## src/rxr_defines.svh

```systemverilog
`ifndef RXR_DEFINES_SVH
`define RXR_DEFINES_SVH

// =====================================================
// Register offsets on the bus
`define RXR_CTRL_OFS 8'h00
`define RXR_BASE_OFS 8'h04
`define RXR_LEN_OFS 8'h08
`define RXR_STAT_OFS 8'h0c
`define RXR_RUN_BIT 0

// =====================================================
// Entry layout: byte offset of each word, status bits
`define RXR_W0_OFS 24'h000000
`define RXR_W1_OFS 24'h000002
`define RXR_W2_OFS 24'h000004
`define RXR_W3_OFS 24'h000006
`define RXR_OWN_BIT 15
`define RXR_ERR_BIT 14
`define RXR_FIRST_BIT 9
`define RXR_LAST_BIT 8
`define RXR_LOG2_RST 3'h0
`define RXR_BASE_RST 24'h000000
`endif

```

## src/rxr_pkg.sv

```systemverilog
`default_nettype none
package rxr_pkg;
  // Gray steps along poll, fetch, store, write-back
  typedef enum logic [3:0] {
    ST_IDLE = 4'h0,
    ST_POLL = 4'h1,
    ST_RD_W0 = 4'h3,
    ST_RD_W2 = 4'h2,
    ST_READY = 4'h6,
    ST_STORE = 4'h7,
    ST_WR_W3 = 4'h5,
    ST_WR_W1 = 4'h4,
    ST_NXT_W1 = 4'he,
    ST_DROP = 4'hc
  } rxr_state_t;
endpackage : rxr_pkg
`default_nettype wire

```

## src/rxr_apb_regs.sv

```systemverilog
`include "rxr_defines.svh"
`default_nettype none
module rxr_apb_regs #(
  parameter logic [2:0] LOG2_MAX = 3'h7
) (
  // Clock and reset
  input wire logic clk,
  input wire logic nrst,
  // APB
  input wire logic psel,
  input wire logic penable,
  input wire logic pwrite,
  input wire logic [7:0] paddr,
  input wire logic [31:0] pwdata,
  output logic [31:0] prdata,
  output logic pready,
  output logic pslverr,
  // Block side
  output logic run,
  output logic [23:0] ring_base,
  output logic [2:0] ring_log2,
  input wire logic [6:0] idx,
  input wire logic [3:0] state
);
  logic mapped;
  logic wr;
  logic [31:0] rd_next;

  assign mapped = (paddr == `RXR_CTRL_OFS) || (paddr == `RXR_BASE_OFS) ||
                  (paddr == `RXR_LEN_OFS) || (paddr == `RXR_STAT_OFS);
  assign pready = 1'b1;
  assign pslverr = psel && penable && !mapped;
  assign wr = psel && penable && pwrite;

  always_comb begin
    case (paddr)
      `RXR_CTRL_OFS: rd_next = {31'h0, run};
      `RXR_BASE_OFS: rd_next = {8'h00, ring_base};
      `RXR_LEN_OFS: rd_next = {29'h0, ring_log2};
      `RXR_STAT_OFS: rd_next = {12'h000, state, 9'h000, idx};
      default: rd_next = 32'h00000000;
    endcase
  end

  // Read data is captured in the setup phase so it comes from a flop
  always_ff @(posedge clk or negedge nrst) begin
    if (!nrst) begin
      prdata <= 32'h00000000;
    end else if (psel && !penable) begin
      prdata <= pwrite ? 32'h00000000 : rd_next;
    end
  end

  always_ff @(posedge clk or negedge nrst) begin
    if (!nrst) begin
      run <= 1'b0;
      ring_base <= `RXR_BASE_RST;
      ring_log2 <= `RXR_LOG2_RST;
    end else if (wr) begin
      if (paddr == `RXR_CTRL_OFS) begin
        run <= pwdata[`RXR_RUN_BIT];
      end
      // Entries stay on eight-byte boundaries
      if (paddr == `RXR_BASE_OFS) begin
        ring_base <= {pwdata[23:3], 3'b000};
      end
      if (paddr == `RXR_LEN_OFS) begin
        ring_log2 <= (pwdata[2:0] > LOG2_MAX) ? LOG2_MAX : pwdata[2:0];
      end
    end
  end
endmodule : rxr_apb_regs
`default_nettype wire

```

## src/rxr_ring_handler.sv

```systemverilog
`include "rxr_defines.svh"
`default_nettype none
module rxr_ring_handler
  import rxr_pkg::*;
#(
  parameter int RING_LOG2_MAX = 7
) (
  // Clock and reset
  input wire logic CLOCK,
  input wire logic NRST,
  // APB slave
  input wire logic PSEL,
  input wire logic PENABLE,
  input wire logic PWRITE,
  input wire logic [7:0] PADDR,
  input wire logic [31:0] PWDATA,
  output logic [31:0] PRDATA,
  output logic PREADY,
  output logic PSLVERR,
  // Host memory master, 16-bit words, byte addresses
  output logic MEM_REQ,
  output logic MEM_WE,
  output logic [23:0] MEM_ADDR,
  output logic [15:0] MEM_WDATA,
  input wire logic MEM_ACK,
  input wire logic [15:0] MEM_RDATA,
  // Received byte stream
  input wire logic RX_VALID,
  input wire logic [7:0] RX_DATA,
  input wire logic RX_LAST,
  input wire logic RX_CRC_ERR,
  input wire logic RX_ODD_BITS
);
  if (RING_LOG2_MAX < 0 || RING_LOG2_MAX > 7) begin : g_chk
    $error("RING_LOG2_MAX must lie in 0..7");
  end

  // =====================================================
  // Registers and byte packer
  logic run;
  logic [23:0] ring_base;
  logic [2:0] ring_log2;
  rxr_state_t st_reg, st_next;
  logic [6:0] idx_reg, idx_next, idx_inc, idx_mask;
  logic w_valid, w_two, w_last, w_crc, w_odd, overrun, w_take;
  logic [15:0] w_data;

  rxr_apb_regs #(.LOG2_MAX(3'(RING_LOG2_MAX))) u_regs (
    .clk(CLOCK),
    .nrst(NRST),
    .psel(PSEL),
    .penable(PENABLE),
    .pwrite(PWRITE),
    .paddr(PADDR),
    .pwdata(PWDATA),
    .prdata(PRDATA),
    .pready(PREADY),
    .pslverr(PSLVERR),
    .run(run),
    .ring_base(ring_base),
    .ring_log2(ring_log2),
    .idx(idx_reg),
    .state(st_reg)
  );

  rxr_word_pack u_pack (
    .clk(CLOCK),
    .nrst(NRST),
    .en(run),
    .in_valid(RX_VALID),
    .in_data(RX_DATA),
    .in_last(RX_LAST),
    .in_crc(RX_CRC_ERR),
    .in_odd(RX_ODD_BITS),
    .take(w_take),
    .w_valid(w_valid),
    .w_data(w_data),
    .w_two(w_two),
    .w_last(w_last),
    .w_crc(w_crc),
    .w_odd(w_odd),
    .overrun(overrun)
  );

  // =====================================================
  // Entry bookkeeping
  logic [23:0] buf_reg, ent_addr, nxt_addr, addr_next, cur_addr;
  logic [11:0] off_reg, rem_reg, len_reg, len_add, bytes;
  logic [7:0] upper_address_byte_reg, nxt_upper_address_byte_reg;
  logic first_reg, fin_reg, drop_reg, drop_next, ack;
  logic [3:0] fl_reg, fl_next; // alignment_fault_flag, overrun, crc, chain fault
  logic [15:0] status, wdata_next;
  logic owned, full, out_load, acc_next, we_next;

  assign ack = MEM_REQ && MEM_ACK;
  assign owned = MEM_RDATA[`RXR_OWN_BIT];
  assign bytes = w_two ? 12'h002 : 12'h001;
  assign len_add = len_reg + bytes;
  assign full = rem_reg <= bytes;
  assign idx_mask = 7'((8'h01 << ring_log2) - 8'h01);
  assign idx_inc = (idx_reg + 7'h01) & idx_mask;
  assign ent_addr = ring_base + {14'h0000, idx_reg, 3'b000};
  assign nxt_addr = ring_base + {14'h0000, idx_inc, 3'b000};
  // The index moves on at the hand-back edge, so the fetch launched there
  // must already point at the following entry
  assign cur_addr = (st_reg == ST_WR_W1) ? nxt_addr : ent_addr;

  // Words with no buffer behind them are thrown away
  always_comb begin
    w_take = 1'b0;
    case (st_reg)
      ST_STORE: w_take = ack;
      ST_DROP, ST_POLL, ST_IDLE: w_take = w_valid;
      default: w_take = 1'b0;
    endcase
  end

  always_comb begin
    drop_next = drop_reg;
    if (w_take && (st_reg == ST_POLL || st_reg == ST_IDLE)) begin
      drop_next = !w_last;
    end
  end

  always_comb begin
    fl_next = fl_reg;
    if (st_reg == ST_POLL && ack) begin
      fl_next = 4'h0;
    end else begin
      if (st_reg == ST_STORE && w_take && w_last && w_crc) begin
        fl_next[1] = 1'b1;
        fl_next[3] = w_odd;
      end
      if (overrun && st_reg != ST_POLL && st_reg != ST_IDLE &&
          st_reg != ST_WR_W1 && st_reg != ST_WR_W3) begin
        fl_next[2] = 1'b1;
      end
      if (st_reg == ST_NXT_W1 && (overrun || (ack && !owned))) begin
        fl_next[0] = 1'b1;
      end
    end
  end

  // Error summary, own handed back, first and last markers, high byte
  assign status = {1'b0, |fl_next, fl_next, first_reg,
                   fin_reg && !fl_next[0], upper_address_byte_reg};

  // =====================================================
  // Sequencer
  always_comb begin
    st_next = st_reg;
    idx_next = idx_reg;
    case (st_reg)
      ST_IDLE: if (run) st_next = ST_POLL;
      ST_POLL: begin
        if (ack && !run) begin
          st_next = ST_IDLE;
        end else if (ack && owned && !drop_next) begin
          st_next = ST_RD_W0;
        end
      end
      ST_RD_W0: if (ack) st_next = ST_RD_W2;
      ST_RD_W2: if (ack) st_next = ST_READY;
      ST_READY: if (w_valid) st_next = ST_STORE;
      ST_STORE: begin
        if (ack && w_last) begin
          st_next = ST_WR_W3;
        end else if (ack && full) begin
          st_next = ST_NXT_W1;
        end else if (ack) begin
          st_next = ST_READY;
        end
      end
      ST_NXT_W1: begin
        if (ack && (fl_next[0] || fl_reg[0])) begin
          st_next = ST_DROP;
        end else if (ack) begin
          st_next = ST_WR_W1;
        end
      end
      ST_DROP: if (w_take && w_last) st_next = ST_WR_W1;
      ST_WR_W3: if (ack) st_next = ST_WR_W1;
      ST_WR_W1: begin
        if (ack) begin
          idx_next = idx_inc;
          st_next = fin_reg ? ST_POLL : ST_RD_W0;
        end
      end
      default: st_next = ST_IDLE;
    endcase
  end

  always_ff @(posedge CLOCK or negedge NRST) begin
    if (!NRST) begin
      st_reg <= ST_IDLE;
      idx_reg <= 7'h00;
      drop_reg <= 1'b0;
      fl_reg <= 4'h0;
    end else begin
      st_reg <= st_next;
      idx_reg <= run ? idx_next : 7'h00;
      drop_reg <= drop_next;
      fl_reg <= fl_next;
    end
  end

  always_ff @(posedge CLOCK or negedge NRST) begin
    if (!NRST) begin
      upper_address_byte_reg <= 8'h00;
      nxt_upper_address_byte_reg <= 8'h00;
      buf_reg <= 24'h000000;
      first_reg <= 1'b0;
      fin_reg <= 1'b0;
    end else if (ack) begin
      case (st_reg)
        ST_POLL: begin
          upper_address_byte_reg <= MEM_RDATA[7:0];
          first_reg <= 1'b1;
          fin_reg <= 1'b0;
        end
        ST_RD_W0: buf_reg <= {upper_address_byte_reg, MEM_RDATA};
        ST_STORE: fin_reg <= w_last;
        ST_NXT_W1: begin
          nxt_upper_address_byte_reg <= MEM_RDATA[7:0];
          fin_reg <= fl_next[0];
        end
        ST_WR_W1: begin
          upper_address_byte_reg <= nxt_upper_address_byte_reg;
          first_reg <= 1'b0;
        end
        default: buf_reg <= buf_reg;
      endcase
    end else if (st_reg == ST_DROP && w_take && w_last) begin
      fin_reg <= 1'b1;
    end
  end

  always_ff @(posedge CLOCK or negedge NRST) begin
    if (!NRST) begin
      off_reg <= 12'h000;
      rem_reg <= 12'h000;
      len_reg <= 12'h000;
    end else if (ack && st_reg == ST_RD_W2) begin
      off_reg <= 12'h000;
      rem_reg <= 12'h000 - MEM_RDATA[11:0];
      if (first_reg) begin
        len_reg <= 12'h000;
      end
    end else if (ack && st_reg == ST_STORE) begin
      off_reg <= off_reg + 12'h002;
      rem_reg <= full ? 12'h000 : rem_reg - bytes;
      len_reg <= len_add;
    end
  end

  // =====================================================
  // Memory request stage; held stable until acknowledged
  always_comb begin
    addr_next = cur_addr;
    wdata_next = 16'h0000;
    we_next = 1'b0;
    acc_next = 1'b1;
    case (st_next)
      ST_POLL: addr_next = cur_addr + `RXR_W1_OFS;
      ST_RD_W0: addr_next = cur_addr + `RXR_W0_OFS;
      ST_RD_W2: addr_next = ent_addr + `RXR_W2_OFS;
      ST_NXT_W1: addr_next = nxt_addr + `RXR_W1_OFS;
      ST_STORE: begin
        addr_next = buf_reg + {12'h000, off_reg};
        wdata_next = w_data;
        we_next = 1'b1;
      end
      ST_WR_W3: begin
        addr_next = ent_addr + `RXR_W3_OFS;
        wdata_next = {4'h0, len_add};
        we_next = 1'b1;
      end
      ST_WR_W1: begin
        addr_next = ent_addr + `RXR_W1_OFS;
        wdata_next = status;
        we_next = 1'b1;
      end
      default: acc_next = 1'b0;
    endcase
  end

  assign out_load = !MEM_REQ || MEM_ACK;

  always_ff @(posedge CLOCK or negedge NRST) begin
    if (!NRST) begin
      MEM_REQ <= 1'b0;
      MEM_WE <= 1'b0;
      MEM_ADDR <= 24'h000000;
      MEM_WDATA <= 16'h0000;
    end else if (out_load) begin
      MEM_REQ <= acc_next;
      MEM_WE <= we_next;
      MEM_ADDR <= addr_next;
      MEM_WDATA <= wdata_next;
    end
  end
endmodule : rxr_ring_handler
`default_nettype wire

```

## src/rxr_word_pack.sv

```systemverilog
`default_nettype none
module rxr_word_pack (
  // Clock and reset
  input wire logic clk,
  input wire logic nrst,
  // Byte side
  input wire logic en,
  input wire logic in_valid,
  input wire logic [7:0] in_data,
  input wire logic in_last,
  input wire logic in_crc,
  input wire logic in_odd,
  // Word side
  input wire logic take,
  output logic w_valid,
  output logic [15:0] w_data,
  output logic w_two,
  output logic w_last,
  output logic w_crc,
  output logic w_odd,
  output logic overrun
);
  logic half_reg;
  logic [7:0] lo_reg;
  logic complete;

  assign complete = in_valid && en && (half_reg || in_last);
  // One word of holding: a second word before the first is taken is lost
  assign overrun = complete && w_valid && !take;

  always_ff @(posedge clk or negedge nrst) begin
    if (!nrst) begin
      half_reg <= 1'b0;
      lo_reg <= 8'h00;
    end else if (in_valid && en) begin
      half_reg <= !half_reg && !in_last;
      if (!half_reg) begin
        lo_reg <= in_data;
      end
    end
  end

  always_ff @(posedge clk or negedge nrst) begin
    if (!nrst) begin
      w_valid <= 1'b0;
      w_data <= 16'h0000;
      w_two <= 1'b0;
      w_last <= 1'b0;
      w_crc <= 1'b0;
      w_odd <= 1'b0;
    end else if (complete && (!w_valid || take)) begin
      w_valid <= 1'b1;
      w_data <= half_reg ? {in_data, lo_reg} : {8'h00, in_data};
      w_two <= half_reg;
      w_last <= in_last;
      w_crc <= in_last && in_crc;
      w_odd <= in_last && in_odd;
    end else if (complete) begin
      // A lost word must not hide the end of its packet
      w_last <= w_last || in_last;
      w_crc <= w_crc || (in_last && in_crc);
      w_odd <= w_odd || (in_last && in_odd);
    end else if (take) begin
      w_valid <= 1'b0;
    end
  end
endmodule : rxr_word_pack
`default_nettype wire

```

## config.mk

```make
export PLATFORM = sky130hd
export DESIGN_NAME = rxr_ring_handler
export DESIGN_NICKNAME = d
export VERILOG_FILES = /design/src/rxr_pkg.sv /design/src/rxr_apb_regs.sv /design/src/rxr_ring_handler.sv /design/src/rxr_word_pack.sv
export VERILOG_INCLUDE_DIRS = /design/src
export SDC_FILE = /design/constraint.sdc
export NUM_CORES = 1
export LEC_CHECK = 0
export BUFFER_PORTS_ARGS = -buffer_cell sky130_fd_sc_hd__buf_2
export CORE_MARGIN = 4
export CORE_UTILIZATION = 59
export CTS_CLUSTER_SIZE = 20
export DETAILED_ROUTE_END_ITERATION = 16
export PLACE_DENSITY = 0.85
export SKIP_LAST_GASP = 1
export SLEW_MARGIN = 40
export SYNTH_ARGS = -nofsm -noshare
export SYNTH_HDL_FRONTEND = slang
export SYNTH_SLANG_ARGS = --single-unit
```

## constraint.sdc

```tcl
create_clock -name CLOCK -period 4.55 [get_ports CLOCK]
set_input_delay 0.455 -clock CLOCK [delete_from_list [all_inputs] [get_ports CLOCK]]
set_output_delay 0.455 -clock CLOCK [all_outputs]
set_load 0.02 [all_outputs]
```

# Yosys cells after proc, flatten, opt, wreduce, memory -nomap -nowiden
# Index checks and enable logic that the tools add are counted.
# totals
register_bits	223
inputBits	74
wordCells	213
# op_classes
addsub	14
n_lt_le_gt_ge	2
n_eq_ne	27
n_shift	1
muxes	56
bitwise_logic	2
n_reduce_logical	83
# op_table
op	n
$pmux 24 s6	1
$mux 12	8
$pmux 24 s4	1
$add 24x2->24 const B	3
$mux 4	13
$add 24x10->24	2
$add 24x3->24 const B	2
$mux 24	2
$pmux 16 s3	1
$pmux 4 s10	1
$logic_and 1x1->1	36
$eq 4x3->1 const B	7
$add 24x12->24	1
$reduce_and 2->1	11
$mux 7	3
$mux 1	18
$eq 4x2->1 const B	4
$eq 8x4->1 const B	2
$mux 16	1
$pmux 8 s2	1
$add 12x2->12	1
$add 12x2->12 const B	1
$eq 4x4->1 const B	3
$le 12x2->1	1
other kinds (26)	61

# Longest topological paths before layout
# depth
depth_word	18
mapped_depth	14
mapped_depth_nobuf	13

# Cells and area by module
# Synthesis repeated with hierarchy kept, for this count alone.
# unflattened
hier_cells	1613
hier_area_um2	14540.2
# modules_own_cells
module	n_inst	cells_per_inst	area_each_um2	seq_area_each_um2
rxr_ring_handler	1	1356	11010.6	3378.2
rxr_apb_regs	1	159	2217.1	1226.2
rxr_word_pack	1	98	1312.5	750.7

# Worst setup path before layout
# No wires, ideal clock.
# synth_path
path_kind	register to register
from	register idx_reg[2]
to	register MEM_ADDR[19]
setup_time_ns	0.135
arrival_ns	3.268
setup_slack_ns	1.147
stages_incl_launch_ff	15
synth_period_minus_slack_ns	3.403
cell_sequence	dfrtp_1 and3_1 nand3_1 xnor2_1 and3_1 ha_1 o211ai_1 o211a_1 or3_1 clkbuf_1 mux2_2 nand2b_1 a221o_1 a221oi_1 a211oi_1
# synth_between
elab_chain_len	6
word_cells_on_any_way	11
# synth_rtl
element	line	rtl
start: declaration	rxr_ring_handler.sv:44	logic [6:0] idx_reg, idx_next, idx_inc, idx_mask;
start signal: assignment	rxr_ring_handler.sv:201	idx_reg <= run ? idx_next : 7'h00;
$add 7x1->7	rxr_ring_handler.sv:101	assign idx_inc = (idx_reg + 7'h01) & idx_mask;
$and 7x7->7	rxr_ring_handler.sv:101	
$add 24x10->24	rxr_ring_handler.sv:103	assign nxt_addr = ring_base + {14'h0000, idx_inc, 3'b000};
$mux 24	rxr_ring_handler.sv:106	assign cur_addr = (st_reg == ST_WR_W1) ? nxt_addr : ent_addr;
$add 24x2->24 (no source line)	-	
$pmux 24 s6 *	rxr_ring_handler.sv:263	case (st_next)
end signal: assignment	rxr_ring_handler.sv:298	MEM_ADDR <= addr_next;
end: declaration	rxr_ring_handler.sv:23	output logic [23:0] MEM_ADDR,
# Every way passes the cells marked *; elsewhere a longest branch is shown, timed or not.
# A chain may end at the register's enable or synchronous reset.

# Worst setup path after layout
# layout_path
from	register u_pack.w_two
to	register MEM_ADDR[20]
# layout_between
elab_chain_len	8
word_cells_on_any_way	13
# layout_rtl
element	line	rtl
start: declaration	rxr_word_pack.sv:17	output logic w_two,
start signal: assignment	rxr_word_pack.sv:54	w_two <= half_reg;
$mux 2 *	rxr_ring_handler.sv:97	assign bytes = w_two ? 12'h002 : 12'h001;
$le 12x2->1 *	rxr_ring_handler.sv:99	assign full = rem_reg <= bytes;
$logic_and 1x1->1 *	rxr_ring_handler.sv:168	end else if (ack && full) begin
$mux 4 *	rxr_ring_handler.sv:168	
$mux 4 *	rxr_ring_handler.sv:166	if (ack && w_last) begin
$pmux 4 s10 *	rxr_ring_handler.sv:153	case (st_reg)
$eq 4x3->1, or another cell as far along	rxr_ring_handler.sv:263	
$pmux 24 s6 *	rxr_ring_handler.sv:263	
# Marked as above.

==> impl.org <==
** STA
- For the pin with the worst max-slew slack, the measured transition is 763.5 ps.
- Headroom to the max-slew limit came out at 0.4841.
- Maximum clock skew at final layout :: 18.38 ps
- Max Clock Freq :: 261.0 MHz
- The count of final max-slew check failures came to 0.
- Setup TNS after final layout :: 0 ps
- Worst Slack Setup Final :: 719.2 ps
- The worst path needs 3831 ps of the cycle, external delays included.
- In the finished design, the share of the clock period the worst path needs comes to 0.8419.
- Endpoints failing setup :: 0
- Final Hold Vio Count :: 0
- Setup repair after global routing missed its margin :: false

** Critical path
- Cells on worst reg2reg path :: 11
- Flop-to-flop setup slack :: 720 ps
- At the worst endpoint, the required time is 4950 ps.
- By instance count, the cell type seen most on the critical path is sky130_fd_sc_hd__inv_1.
- The critical path goes through inv_1 -> ha_1 -> inv_1 -> fa_1 -> a211oi_4 -> nand4b_2 -> and3_1 -> o21ai_1 -> nand3_1 -> o22ai_1 -> a21oi_1.
- The largest single stage delay on the critical path is 650 ps.
- Arrival time at the worst endpoint :: 4230 ps
- The setup path with the least slack is of type flop to flop.
- The worst setup path is launched from a flop.
- Crit Path Max Fanout :: 11
- Slowest cell on crit path :: sky130_fd_sc_hd__o21ai_1
- The worst setup path is captured at a flop.

** Placement
- RePlAce Congestion :: 0.9410
- Detailed placement finished with a half-perimeter wire length of 25.32 mm.
- The placed instances occupy a cell area of 13420 sq um.
- Pre-CTS setup slack :: 816.2 ps
- In this run the tool buffered the top-level ports with 132 buffer cells.

** Clocking
- TritonCTS clock tree :: done
- Number of buffers added by the clock tree synthesis step :: 25
- Root Driver :: sky130_fd_sc_hd__clkbuf_16
- Once the clock tree was built, the resizer swapped 0 gates to a different size.
- CTS Hold Buffers Added :: 1
- Clock tree sinks :: 214
- Clock network latency to the later pin of the worst-skew pair :: 540 ps
- Buffers added to address setup during post-CTS repair amount to 0.
- Maximum clock insertion buffer count :: 3
- Reg clk slew, reported paths :: 60 ps
- In this run the number of H-tree levels came out at 1.

** Detailed routing
- For this run, the detailed router's first-pass iteration total came to 7.
- Total detailed-routing wirelength :: 35.44 mm
- Drt wl/cell :: 20.42 um
- Number of vias per cell :: 6.446
- Drt initial violations :: 1583
- Number of nets still failing antenna checks after routing :: 0
- Total number of vias :: 11190
- For this run, design rule violations remaining after detail routing come to 0.

** Synth
- Yosys top cell by area :: sky130_fd_sc_hd__dfrtp_1
- Synth Instances :: 1341
- After synthesis, the cell types taking the most area are sky130_fd_sc_hd__dfrtp_1 (43%), sky130_fd_sc_hd__mux2_2 (5.8%), sky130_fd_sc_hd__nand2_1 (4.5%).
- The most used flip-flop cell after synthesis is sky130_fd_sc_hd__dfrtp_1.
- Part of the Yosys area used for sequential elements :: 0.4251
- In this run the cell area of the synthesized design comes to 12600 sq um.
- Number of synthesized flops with an enable pin :: 0
- Cell with the most instances after synthesis :: sky130_fd_sc_hd__dfrtp_1
- The commonest cells after synthesis are sky130_fd_sc_hd__dfrtp_1 (214), sky130_fd_sc_hd__nand2_1 (152), sky130_fd_sc_hd__nor2_1 (112).
- In the synthesized netlist the async set-or-reset flop fraction comes to 1.000.
- Of the post-synthesis cell area, the dominant cell type holds 0.4251.
- Distinct cell type count after synthesis :: 86
- Syn_area_per_cell :: 9.395 sq um
- Count of state elements after synthesis :: 214
- The Yosys step of the flow raised 0 warnings.

** Min path
- Tightest Hold Check Type :: input port to flop
- Counting instances, the worst hold path has a depth of 2.

** Power
- IR analysis of the VDD net gives a maximum drop of 0.3385 mV.
- For this design the static power due to leakage is 6.492 nW.
- For this design the ratio of total power to cell area is 519.2 nW/um^2.

** Floorplan
- For this configuration, the core starts out at a cell density of 0.5993.
- Pin placement for this block handled 150 I/O pins.
- The die covers 23750 sq um.
- In this run the vertical extent of the chip is 154.1 um.
- Floorplan row count :: 53
- Core area :: 21020 sq um
- Die outline width :: 154.1 um

** Cells and area
- Post-synthesis to final-layout area growth :: 13.21%
- In the final layout, the share of cells above drive strength 1 is 0.2019.
- Area of all placed cells without fillers :: 14260 sq um
- The net count of the finished layout is 1552.
- ANT cells :: 0

** GRT
- Overall routing resource usage :: 0.2899
- Entering global routing, the biggest net connects 109 pins.
- Global-route wire length before repair :: 56.69 mm
- Antenna violations before repair :: 0
- Via count of the first global-routing pass :: 10863
- Congestion Overflow GR :: 0

** Outcome
- The flow ran to the end, and the final reports show no timing, DRC or antenna violations.

** Flow run
- The tool flagged a number of max-cap violations equal to 0.
worst max-delay path, delay by kind of cell (launching register included):
kind	cells	cell delay, ps
flip-flops	1	430
AND/OR/NAND/NOR	3	980
AO/OA/AOI/OAI	4	1390
buffers and inverters	2	240
adder cells (fa/ha/maj)	2	640
metal layers:
layer,vias to the layer above,GRT usage,wire length (um)
met3,100,0.05235,3498
met5,-,0,0
li1,5067,-,-
met1,5394,0.3983,14340
met2,629,0.4680,16510
met4,0,0.09714,1090
power breakdown:
part | switching (mW) | internal [mW] | total [mW]
logic | 1.73 | 1.01 | 2.74
clock network | 0.836 | 1.15 | 1.99
registers | 0.401 | 2.27 | 2.67
total | 2.97 | 4.44 | 7.41
per-stage QoR:
stage / util / std cells / power (mW) / hold WS (ps)
2_1_floorplan: - / 1348 / 4.490 / 159.4
3_3_place_gp: 0.6369 / 1687 / 5.240 / 455.7
6_report: 0.6785 / 1736 / 7.405 / 147.7
5_1_grt: 0.6785 / 1736 / 7.756 / 148.0
4_1_cts: 0.6777 / 1736 / 7.343 / 139.2
3_5_place_dp: 0.6382 / 1689 / 5.332 / 463.0
placed cells by master, fill, tap and decap left out, drive strengths merged, types with 5 or more instances in the layout:
cell type and n:
and2 13, xor2 30, nand3 34, a22oi 25
nand2 152, or2 6, o21ai 111, a211oi 17
and3 19, nand2b 9, a31oi 9, buf 155
nand4 12, o211ai 8, clkbuf 32, inv 23
a22o 33, mux2 65, o22ai 19, a221o 5
nor3 31, conb 9, nor2 113, a32oi 7
or3 11, a21o 11, a221oi 10, o31ai 8
nor4 8, clkinv 10, nor2b 5, xnor2 49
o21a 5, a21boi 6, dfrtp 214, ha 32
mux2i 25, a21oi 66
cells by family after synthesis:
| kind of cell | share of synthesized area |
|---|---|
| XOR/XNOR | 0.05492 |
| multiplexers | 0.07796 |
| buffers and inverters | 0.04002 |
| AO/OA/AOI/OAI | 0.2009 |
| adder cells (fa/ha/maj) | 0.03814 |
| AND/OR/NAND/NOR | 0.1624 |
| other | 0.0005961 |
| flip-flops | 0.4251 |
path summary, 6_finish.rpt:
| check | end | start |
|---|---|---|
| setup / recovery | MEM_ADDR[20] | u_pack.w_two |
| hold / removal | u_pack.w_crc | RX_CRC_ERR |
| setup reg to reg | MEM_ADDR[20] | u_pack.w_two |
| hold reg to reg | u_regs.prdata[18] | u_regs.prdata[18] |
| max in group asynchronous | u_pack.w_data[8] | NRST |
| min in group asynchronous | u_regs.prdata[1] | NRST |
layout make-up:
| class | instances | area [sq um] |
|---|---|---|
| Timing Repair Buffer | 157 | 870.8 |
| Clock buffer | 31 | 698.2 |
| Tap cell | 275 | 344.1 |
| Sequential cell | 214 | 5355 |
| Fill cell | 1563 | 6759 |
| Inverter | 21 | 78.83 |
| Clock inverter | 15 | 122.6 |
| Multi-Input combinational cell | 1023 | 6793 |
No activity file was read; power rests on OpenSTA's default activity.
